## src/scm_pkg.sv

```systemverilog
package scm_pkg;

  // channel_mode_zero layout
  localparam logic [7:0]  SCM_CM0_RESET      = 8'h00;
  localparam int          SCM_PROTO_LSB      = 5;
  localparam int          SCM_HANDSHAKE_BIT  = 4;
  localparam int          SCM_RSVD_BIT       = 3;
  localparam int          SCM_CRC_EN_BIT     = 2;
  localparam int          SCM_POLY_BIT       = 1;
  localparam int          SCM_PRESET_BIT     = 0;

  // crc constants
  localparam int          SCM_CRC_W          = 16;
  localparam logic [15:0] SCM_POLY_CRC16     = 16'h8005;
  localparam logic [15:0] SCM_POLY_CCITT     = 16'h1021;
  localparam logic [15:0] SCM_PRESET_ZERO    = 16'h0000;
  localparam logic [15:0] SCM_PRESET_ONES    = 16'hFFFF;
  localparam logic [4:0]  SCM_FCS_BITS       = 5'h10;

  // trailing bit length in half bits
  localparam logic [2:0]  SCM_STOP_HALVES_1  = 3'h2;
  localparam logic [2:0]  SCM_STOP_HALVES_15 = 3'h3;
  localparam logic [2:0]  SCM_STOP_HALVES_2  = 3'h4;

  typedef enum logic [2:0] {
    SCM_PROTO_ASYNC = 3'b000,
    SCM_PROTO_MONO  = 3'b001,
    SCM_PROTO_BISYN = 3'b010,
    SCM_PROTO_EXTSY = 3'b011,
    SCM_PROTO_HDLC  = 3'b100
  } scm_proto_t;

  typedef enum logic [1:0] {
    SCM_TX_RUN   = 2'b00,
    SCM_TX_DRAIN = 2'b01,
    SCM_TX_HALT  = 2'b10
  } scm_tx_st_t;

  typedef struct packed {
    logic [2:0] protocol_select;
    logic       handshake_en;
    logic       rsvd;
    logic       crc_enable;
    logic [1:0] check_poly_preset;
  } scm_cm0_t;

  typedef struct packed {
    logic       is_async;
    logic       is_byte_sync;
    logic       is_hdlc;
    logic       is_reserved;
    logic       handshake_en;
    logic       crc_active;
    logic       crc_ccitt;
    logic       crc_preset_ones;
    logic       crc_complement;
    logic [2:0] stop_halves;
  } scm_mode_t;

endpackage

```

## src/scm_mode_cfg.sv

```systemverilog
// How it works
// - mode register zero returns to reset on hardware or channel reset.
// - bits 7-5 decode async, mono, bi, external sync, HDLC; rest reserved.
// - handshake off: cts/dcd plain inputs, rts plain output, no effect.
// - handshake on: cts/dcd auto in all modes, rts auto only async.
// - async, cts high: finish shift register, idle mark, no more loads.
// - sync, cts high: finish shift register, stop loads, flag underrun.
// - dcd high disables receive; partial character dropped, buffer kept.
// - async handshake: rts low while sending, else the rts control bit.
// - sync modes: rts follows the rts control bit regardless of sending.
// - rts rises one transmit clock after the line returns to mark.
// - bit 3 reserved, reads zero; software writes zero.
// - bit 2 enables crc in sync modes; reads zero in async.
// - HDLC with crc: received check field never reaches the buffer.
// - byte sync: crc sent and checked uncomplemented.
// - HDLC: crc sent complemented and checked as complemented.
// - async bits 1-0: stop length 1, 1.5, 2, 11 reserved.
// - sync bit 1 picks crc-16 or crc-ccitt for both calculators.
// - sync bit 0 presets both calculators to zeros or ones.
// - crc field goes onto the line most significant bit first.
`timescale 1ns/1ps
`default_nettype none
module scm_mode_cfg (
  // clock and reset
  input  wire logic              ref_clk_i,
  input  wire logic              rst_n_i,
  // register access and commands
  input  wire logic              cfg_wr_i,
  input  wire logic              cfg_rd_i,
  input  wire logic [7:0]        cfg_wdata_i,
  input  wire logic              chan_reset_i,
  output logic      [7:0]        cfg_rdata_o,
  output scm_pkg::scm_mode_t     mode_o,
  // modem pins
  input  wire logic              cts_n_i,
  input  wire logic              dcd_n_i,
  input  wire logic              rts_ctl_i,
  output logic                   rts_n_o,
  output logic                   cts_level_o,
  output logic                   dcd_level_o,
  // transmitter side
  input  wire logic              tx_busy_i,
  input  wire logic              tx_bit_en_i,
  input  wire logic              underrun_idle_select_i,
  output logic                   tx_load_ok_o,
  output logic                   tx_force_mark_o,
  output logic                   underrun_flag_o,
  output logic                   tx_idle_crc_o,
  // transmit crc
  input  wire logic              tx_crc_init_i,
  input  wire logic              tx_crc_bit_en_i,
  input  wire logic              tx_crc_data_i,
  input  wire logic              tx_crc_emit_i,
  output logic                   tx_crc_bit_o,
  // receiver side
  input  wire logic              rx_assembling_i,
  output logic                   rx_enable_o,
  output logic                   rx_discard_o,
  output logic                   rx_fcs_strip_o,
  // receive crc
  input  wire logic              rx_crc_init_i,
  input  wire logic              rx_crc_bit_en_i,
  input  wire logic              rx_crc_data_i,
  input  wire logic              rx_crc_end_i,
  output logic                   crc_error_flag_o
);
  import scm_pkg::*;

  function automatic logic [15:0] scm_crc_step(input logic [15:0] c, input logic b,
                                               input logic ccitt);
    logic fb;
    fb = c[15] ^ b;
    scm_crc_step = {c[14:0], 1'b0} ^ (fb ? (ccitt ? SCM_POLY_CCITT : SCM_POLY_CRC16)
                                         : SCM_PRESET_ZERO);
  endfunction

  function automatic scm_mode_t scm_decode(input scm_cm0_t r);
    scm_mode_t m;
    m                 = '0;
    m.is_async        = (r.protocol_select == SCM_PROTO_ASYNC);
    m.is_byte_sync    = (r.protocol_select == SCM_PROTO_MONO) ||
                        (r.protocol_select == SCM_PROTO_BISYN) ||
                        (r.protocol_select == SCM_PROTO_EXTSY);
    m.is_hdlc         = (r.protocol_select == SCM_PROTO_HDLC);
    m.is_reserved     = !(m.is_async || m.is_byte_sync || m.is_hdlc);
    m.handshake_en    = r.handshake_en;
    m.crc_active      = r.crc_enable && !m.is_async;
    m.crc_ccitt       = r.check_poly_preset[SCM_POLY_BIT];
    m.crc_preset_ones = r.check_poly_preset[SCM_PRESET_BIT];
    m.crc_complement  = m.is_hdlc;
    case (r.check_poly_preset)
      2'b01:   m.stop_halves = SCM_STOP_HALVES_15;
      2'b10:   m.stop_halves = SCM_STOP_HALVES_2;
      // reserved code falls back to one bit
      default: m.stop_halves = SCM_STOP_HALVES_1;
    endcase
    scm_decode = m;
  endfunction

  // register and decode
  scm_cm0_t   cm0_r,   cm0_nxt;
  scm_mode_t  mode_r,  mode_nxt;
  logic [7:0] rdata_r, rdata_nxt;

  always_comb begin
    cm0_nxt   = cm0_r;
    rdata_nxt = rdata_r;
    if (chan_reset_i) begin
      cm0_nxt = scm_cm0_t'(SCM_CM0_RESET);
    end else if (cfg_wr_i) begin
      cm0_nxt      = scm_cm0_t'(cfg_wdata_i);
      cm0_nxt.rsvd = 1'b0;
    end
    if (cfg_rd_i) begin
      rdata_nxt                 = cm0_r;
      rdata_nxt[SCM_RSVD_BIT]   = 1'b0;
      if (cm0_r.protocol_select == SCM_PROTO_ASYNC) begin
        rdata_nxt[SCM_CRC_EN_BIT] = 1'b0;
      end
    end
    mode_nxt = scm_decode(cm0_nxt);
  end

  always_ff @(posedge ref_clk_i or negedge rst_n_i) begin
    if (!rst_n_i) begin
      cm0_r   <= scm_cm0_t'(SCM_CM0_RESET);
      mode_r  <= '0;
      rdata_r <= 8'h00;
    end else begin
      cm0_r   <= cm0_nxt;
      mode_r  <= mode_nxt;
      rdata_r <= rdata_nxt;
    end
  end

  // pin synchronisers; first stage feeds only the second
  logic cts_meta_r, cts_sync_r, cts_prev_r;
  logic dcd_meta_r, dcd_sync_r, dcd_prev_r;

  always_ff @(posedge ref_clk_i or negedge rst_n_i) begin
    if (!rst_n_i) begin
      cts_meta_r <= 1'b1;
      cts_sync_r <= 1'b1;
      cts_prev_r <= 1'b1;
      dcd_meta_r <= 1'b1;
      dcd_sync_r <= 1'b1;
      dcd_prev_r <= 1'b1;
    end else begin
      cts_meta_r <= cts_n_i;
      cts_sync_r <= cts_meta_r;
      cts_prev_r <= cts_sync_r;
      dcd_meta_r <= dcd_n_i;
      dcd_sync_r <= dcd_meta_r;
      dcd_prev_r <= dcd_sync_r;
    end
  end

  // transmit gating and rts
  scm_tx_st_t tx_st_r,    tx_st_nxt;
  logic       load_ok_r,  load_ok_nxt;
  logic       mark_r,     mark_nxt;
  logic       underrun_flag_r,     underrun_flag_nxt;
  logic       idle_crc_r, idle_crc_nxt;
  logic       rts_r,      rts_nxt;
  logic       rts_hold_r, rts_hold_nxt;
  logic       cts_off;

  always_comb begin
    tx_st_nxt    = tx_st_r;
    underrun_flag_nxt     = 1'b0;
    rts_hold_nxt = rts_hold_r;
    // cts high only matters with handshake on, in every protocol
    cts_off      = mode_r.handshake_en && cts_sync_r;
    case (tx_st_r)
      SCM_TX_RUN: begin
        if (cts_off) begin
          tx_st_nxt = SCM_TX_DRAIN;
        end
      end
      SCM_TX_DRAIN: begin
        // the word already in the shift register still goes out
        if (!tx_busy_i) begin
          tx_st_nxt = SCM_TX_HALT;
          underrun_flag_nxt  = !mode_r.is_async;
        end
      end
      SCM_TX_HALT: begin
        if (!cts_off) begin
          tx_st_nxt = SCM_TX_RUN;
        end
      end
      default: tx_st_nxt = SCM_TX_RUN;
    endcase
    load_ok_nxt  = (tx_st_nxt == SCM_TX_RUN);
    mark_nxt     = mode_r.is_async && (tx_st_nxt == SCM_TX_HALT);
    idle_crc_nxt = !mode_r.is_async && (tx_st_nxt == SCM_TX_HALT) &&
                   underrun_idle_select_i;
    if (mode_r.handshake_en && mode_r.is_async) begin
      if (tx_busy_i) begin
        rts_nxt      = 1'b0;
        rts_hold_nxt = 1'b1;
      end else if (rts_hold_r) begin
        // line is at mark; release on the next transmit clock
        rts_nxt      = 1'b0;
        if (tx_bit_en_i) begin
          rts_nxt      = rts_ctl_i;
          rts_hold_nxt = 1'b0;
        end
      end else begin
        rts_nxt = rts_ctl_i;
      end
    end else begin
      rts_nxt      = rts_ctl_i;
      rts_hold_nxt = 1'b0;
    end
  end

  always_ff @(posedge ref_clk_i or negedge rst_n_i) begin
    if (!rst_n_i) begin
      tx_st_r    <= SCM_TX_RUN;
      load_ok_r  <= 1'b1;
      mark_r     <= 1'b0;
      underrun_flag_r     <= 1'b0;
      idle_crc_r <= 1'b0;
      rts_r      <= 1'b1;
      rts_hold_r <= 1'b0;
    end else begin
      tx_st_r    <= tx_st_nxt;
      load_ok_r  <= load_ok_nxt;
      mark_r     <= mark_nxt;
      underrun_flag_r     <= underrun_flag_nxt;
      idle_crc_r <= idle_crc_nxt;
      rts_r      <= rts_nxt;
      rts_hold_r <= rts_hold_nxt;
    end
  end

  // receive gating
  logic rx_en_r, rx_en_nxt;
  logic disc_r,  disc_nxt;

  always_comb begin
    rx_en_nxt = !(mode_r.handshake_en && dcd_sync_r);
    // only the partial character goes; the buffer is untouched
    disc_nxt  = mode_r.handshake_en && dcd_sync_r && !dcd_prev_r &&
                rx_assembling_i;
  end

  always_ff @(posedge ref_clk_i or negedge rst_n_i) begin
    if (!rst_n_i) begin
      rx_en_r <= 1'b1;
      disc_r  <= 1'b0;
    end else begin
      rx_en_r <= rx_en_nxt;
      disc_r  <= disc_nxt;
    end
  end

  // crc calculators
  logic [15:0] txc_r,  txc_nxt;
  logic        txb_r,  txb_nxt;
  logic [15:0] rxc_r,  rxc_nxt;
  logic [15:0] hist_r, hist_nxt;
  logic [4:0]  cnt_r,  cnt_nxt;
  logic        err_r,  err_nxt;
  logic [15:0] preset;

  always_comb begin
    preset   = mode_r.crc_preset_ones ? SCM_PRESET_ONES : SCM_PRESET_ZERO;
    txc_nxt  = txc_r;
    rxc_nxt  = rxc_r;
    hist_nxt = hist_r;
    cnt_nxt  = cnt_r;
    err_nxt  = err_r;
    if (tx_crc_init_i) begin
      txc_nxt = preset;
    end else if (tx_crc_bit_en_i && mode_r.crc_active) begin
      if (tx_crc_emit_i) begin
        txc_nxt = {txc_r[14:0], 1'b0};
      end else begin
        txc_nxt = scm_crc_step(txc_r, tx_crc_data_i, mode_r.crc_ccitt);
      end
    end
    txb_nxt = txc_nxt[15] ^ mode_r.crc_complement;
    // received check field trails the calculator by its own width
    if (rx_crc_init_i) begin
      rxc_nxt  = preset;
      hist_nxt = 16'h0000;
      cnt_nxt  = 5'h00;
    end else if (rx_crc_bit_en_i && mode_r.crc_active) begin
      hist_nxt = {hist_r[14:0], rx_crc_data_i};
      if (cnt_r == SCM_FCS_BITS) begin
        rxc_nxt = scm_crc_step(rxc_r, hist_r[15], mode_r.crc_ccitt);
      end else begin
        cnt_nxt = cnt_r + 5'h01;
      end
    end
    if (rx_crc_end_i && mode_r.crc_active) begin
      err_nxt = (cnt_r != SCM_FCS_BITS) ||
                (hist_r != (mode_r.crc_complement ? ~rxc_r : rxc_r));
    end
  end

  always_ff @(posedge ref_clk_i or negedge rst_n_i) begin
    if (!rst_n_i) begin
      txc_r  <= SCM_PRESET_ZERO;
      txb_r  <= 1'b0;
      rxc_r  <= SCM_PRESET_ZERO;
      hist_r <= SCM_PRESET_ZERO;
      cnt_r  <= 5'h00;
      err_r  <= 1'b0;
    end else begin
      txc_r  <= txc_nxt;
      txb_r  <= txb_nxt;
      rxc_r  <= rxc_nxt;
      hist_r <= hist_nxt;
      cnt_r  <= cnt_nxt;
      err_r  <= err_nxt;
    end
  end

  // receiver holds back the trailing check field in HDLC
  logic strip_r;

  always_ff @(posedge ref_clk_i or negedge rst_n_i) begin
    if (!rst_n_i) begin
      strip_r <= 1'b0;
    end else begin
      strip_r <= mode_nxt.is_hdlc && mode_nxt.crc_active;
    end
  end

  assign cfg_rdata_o      = rdata_r;
  assign mode_o           = mode_r;
  assign rts_n_o          = rts_r;
  assign cts_level_o      = cts_prev_r;
  assign dcd_level_o      = dcd_prev_r;
  assign tx_load_ok_o     = load_ok_r;
  assign tx_force_mark_o  = mark_r;
  assign underrun_flag_o  = underrun_flag_r;
  assign tx_idle_crc_o    = idle_crc_r;
  assign tx_crc_bit_o     = txb_r;
  assign rx_enable_o      = rx_en_r;
  assign rx_discard_o     = disc_r;
  assign rx_fcs_strip_o   = strip_r;
  assign crc_error_flag_o = err_r;

endmodule // scm_mode_cfg
`default_nettype wire

```

## config.mk

```make
export PLATFORM = sky130hd
export DESIGN_NAME = scm_mode_cfg
export DESIGN_NICKNAME = d
export VERILOG_FILES = /design/src/scm_pkg.sv /design/src/scm_mode_cfg.sv
export SDC_FILE = /design/constraint.sdc
export NUM_CORES = 1
export LEC_CHECK = 0
export BUFFER_PORTS_ARGS = -buffer_cell sky130_fd_sc_hd__buf_2
export CAP_MARGIN = 20
export CORE_UTILIZATION = 35
export CTS_CLUSTER_DIAMETER = 40
export DETAILED_ROUTE_END_ITERATION = 7
export GPL_ROUTABILITY_DRIVEN = 0
export PLACE_DENSITY = 0.52
export SYNTH_ARGS = -nofsm -noshare
export SYNTH_HDL_FRONTEND = slang
export SYNTH_SLANG_ARGS = --single-unit
```

## constraint.sdc

```tcl
create_clock -name ref_clk_i -period 1.5 [get_ports ref_clk_i]
set_input_delay 0.075 -clock ref_clk_i [delete_from_list [all_inputs] [get_ports ref_clk_i]]
set_output_delay 0.075 -clock ref_clk_i [all_outputs]
set_load 0.02 [all_outputs]
```

==> impl_metrics.env <==
export IMPL_antenna_found_initial=0
export IMPL_syn_cell_area_um2=4173
export IMPL_fp_dieH_um=111.2
export IMPL_required_ns=1.77
export IMPL_syn_avg_cell_area_um2=10.33
export IMPL_drt_wl_total_um=9379
export IMPL_async_flop_share=1.000
export IMPL_clock_fmax_mhz=644.4
export IMPL_final_core_util=0.4536
export IMPL_synth_fp_nets=434
export IMPL_dr_max_layer_used="met4"
export IMPL_grt_pass1_wl_um=15720
export IMPL_outcome="finished with violations"
export IMPL_grt_overflow=0
export IMPL_finalSetupViolCount=1
export IMPL_place_ws_ns=-0.07646
export IMPL_numCtsBuffers=9
export IMPL_min_path_type="in2reg"
export IMPL_synth_cells=404
export IMPL_wl_met3_um=449
export IMPL_met1Wirelength_um=4665
export IMPL_viasPerCell=4.910
export IMPL_arrival_ns=1.82
export IMPL_antenna_left=0
export IMPL_drtIter0Drc=148
export IMPL_drive_gt1_frac=0.2709
export IMPL_setup_ws_ns=-0.05188
export IMPL_synth_enable_flop_cells=0
export IMPL_final_area_um2=5224
export IMPL_crit_fanout=2
export IMPL_cts_tree="done"
export IMPL_critPathKind="reg2reg"
export IMPL_fin_crit_sh=1.035
export IMPL_cts_root_buf="clkbuf_16"
export IMPL_dpl_cell_area_um2=4710
export IMPL_clk_pin_slew_ns=0.07
export IMPL_clock_path_buffers=2
export IMPL_rsz0062_at_grt="true"
export IMPL_start_util=0.3623
export IMPL_drc_errors=5
export IMPL_ys_ff_latch=94
export IMPL_place_inst=599
export IMPL_wire_per_inst_um=14.79
export IMPL_die_area_um2=12360
export IMPL_synth_most_common_cell="dfrtp_1"
export IMPL_first_pass_iters=6
export IMPL_grt_max_degree=38
export IMPL_grt_pass1_vias=3048
export IMPL_finalClockSkew_ns=0.007188
export IMPL_clk_latency_ns=0.34
export IMPL_yosysTopAreaCell="dfrtp_1"
export IMPL_start_kind="flop"
export IMPL_die_x_um=111.2
export IMPL_netlist_top_cells_count="dfrtp_1, nand2_1, nor2_1, a21oi_1, xnor2_1"
export IMPL_num_rows=39
export IMPL_cts_max_level=3
export IMPL_min_period_ns=1.552
export IMPL_maxCapViolCount=0
export IMPL_synthFlopType="dfrtp_1"
export IMPL_ir_drop_mv=0.6674
export IMPL_n_fill_cell=1104
export IMPL_total_power_mw=5.886
export IMPL_hold_slack_ns=0.01606
export IMPL_dp_hpwl_um=6490
export IMPL_grt_total_usage=0.1612
export IMPL_synth_top_cell_area_share=0.5097
export IMPL_wl_met2_um=4093
export IMPL_core_um2=11520
export IMPL_violations="design-rule violations, negative setup slack"
export IMPL_antennaDiodeCount=0
export IMPL_finalNetCount=516
export IMPL_hold_violations=0
export IMPL_drv_slew=0
export IMPL_powerDensity_nw_per_um2=1127
export IMPL_cts_sinks=94
export IMPL_portBuffers=57
export IMPL_yosys_top_cells_area="dfrtp_1, nand2_1, dfstp_2, xnor2_1, nor2_1"
export IMPL_yosysSeqAreaShare=0.5664
export IMPL_p_leak_nw=2.440
export IMPL_vias=3113
export IMPL_yosys_warnings=0
export IMPL_critPathCaptureType="flop"
export IMPL_tns_ns=-0.05188
export IMPL_pin_count=60
export IMPL_area_growth_pct=25.19
export IMPL_stdcell_count=634
export IMPL_synth_cell_types=45
==> state kept, by name, summed over array words and instances (netlist names), 2 cells and up <==
register and count:
tx_st_r 2, cm0_r 6, mode_o 9, cfg_rdata_o 7
hist_r 16, rxc_r 16, cnt_r 5, txc_r 16
==> where the power goes <==
part	total (mW)	switching (mW)	leakage (nW)	internal [mW]
registers	2.82	0.128	1.20	2.69
clock network	2.39	1.06	0.151	1.33
logic	0.674	0.386	1.08	0.288
total	5.89	1.57	2.44	4.32
==> cells by family after synthesis <==
logic type,Yosys count,share of synthesized area
AND/OR/NAND/NOR,147,0.1580
adder cells (fa/ha/maj),2,0.005996
buffers and inverters,37,0.04438
other,1,0.0008987
XOR/XNOR,32,0.06897
flip-flops,94,0.5664
multiplexers,20,0.04977
AO/OA/AOI/OAI,71,0.1056
==> final timing paths <==
path                                 from          to  slack (ns)  depth (start not counted)
hold reg to reg                cts_meta_r  cts_sync_r        0.36                          0
max in group asynchronous         rst_n_i  cts_sync_r        0.73                          3
setup reg to reg                 cnt_r[1]    cnt_r[1]       -0.05                         11
setup / recovery                 cnt_r[1]    cnt_r[1]       -0.05                         11
min in group asynchronous         rst_n_i  rts_hold_r        0.19                          2
hold / removal             cfg_wdata_i[6]    cm0_r[6]        0.02                          3
==> cells in the final DEF (no fill, tap or decap), types with 3 or more instances in the layout <==
cell type,netlist,final
a211oi_1,13,13
a21oi_1,24,24
a31oi_1,13,13
and2_1,4,3
and3_1,12,12
buf_12,0,4
buf_2,4,56
buf_4,9,26
clkbuf_16,0,9
dfrtp_1,85,83
dfstp_2,9,9
dlygate4sd3_1,0,11
inv_1,10,8
inv_6,0,3
mux2_2,6,6
mux2i_1,14,14
nand2_1,66,65
nor2_1,38,38
nor2b_1,3,3
nor3_1,10,9
o21ai_0,9,5
o21ai_1,2,6
xnor2_1,17,17
xor2_1,14,14
==> layer usage <==
layer,track usage,vias to the layer above
met5,0,-
met1,0.2353,1509
met4,0.06126,0
met3,0.04101,16
li1,-,1525
met2,0.2279,63
==> critical path, cell delays in order (launching register included) <==
cell and delay [ns]:
dfrtp_1 0.37, inv_2 0.06, buf_4 0.12, buf_4 0.12, buf_4 0.12, buf_4 0.12
buf_4 0.12, buf_4 0.12, buf_4 0.12, nor2_1 0.10, a21oi_1 0.05, nor2_1 0.08
==> layout make-up <==
class                   instances  area (um^2)  area share
clock buffers                   9        225.2     0.04311
clock inverters                 7        86.33     0.01653
inverters                      10        37.54    0.007186
multi-input cells             274         1664      0.3186
flip-flops and latches         94         2366      0.4529
well taps                     143        178.9     0.03425
repair buffers                 97        665.6      0.1274
==> timing repair <==
action                                  CTS  global route
gates cloned                              1             0
endpoints found under the setup margin   10            30
pin swaps                                 1             2
hold buffers                             11             0
buffers inserted                          6             1
hold endpoints to repair                 52             0
gates resized for setup                   5             9
No activity file was read; power rests on OpenSTA's default activity.
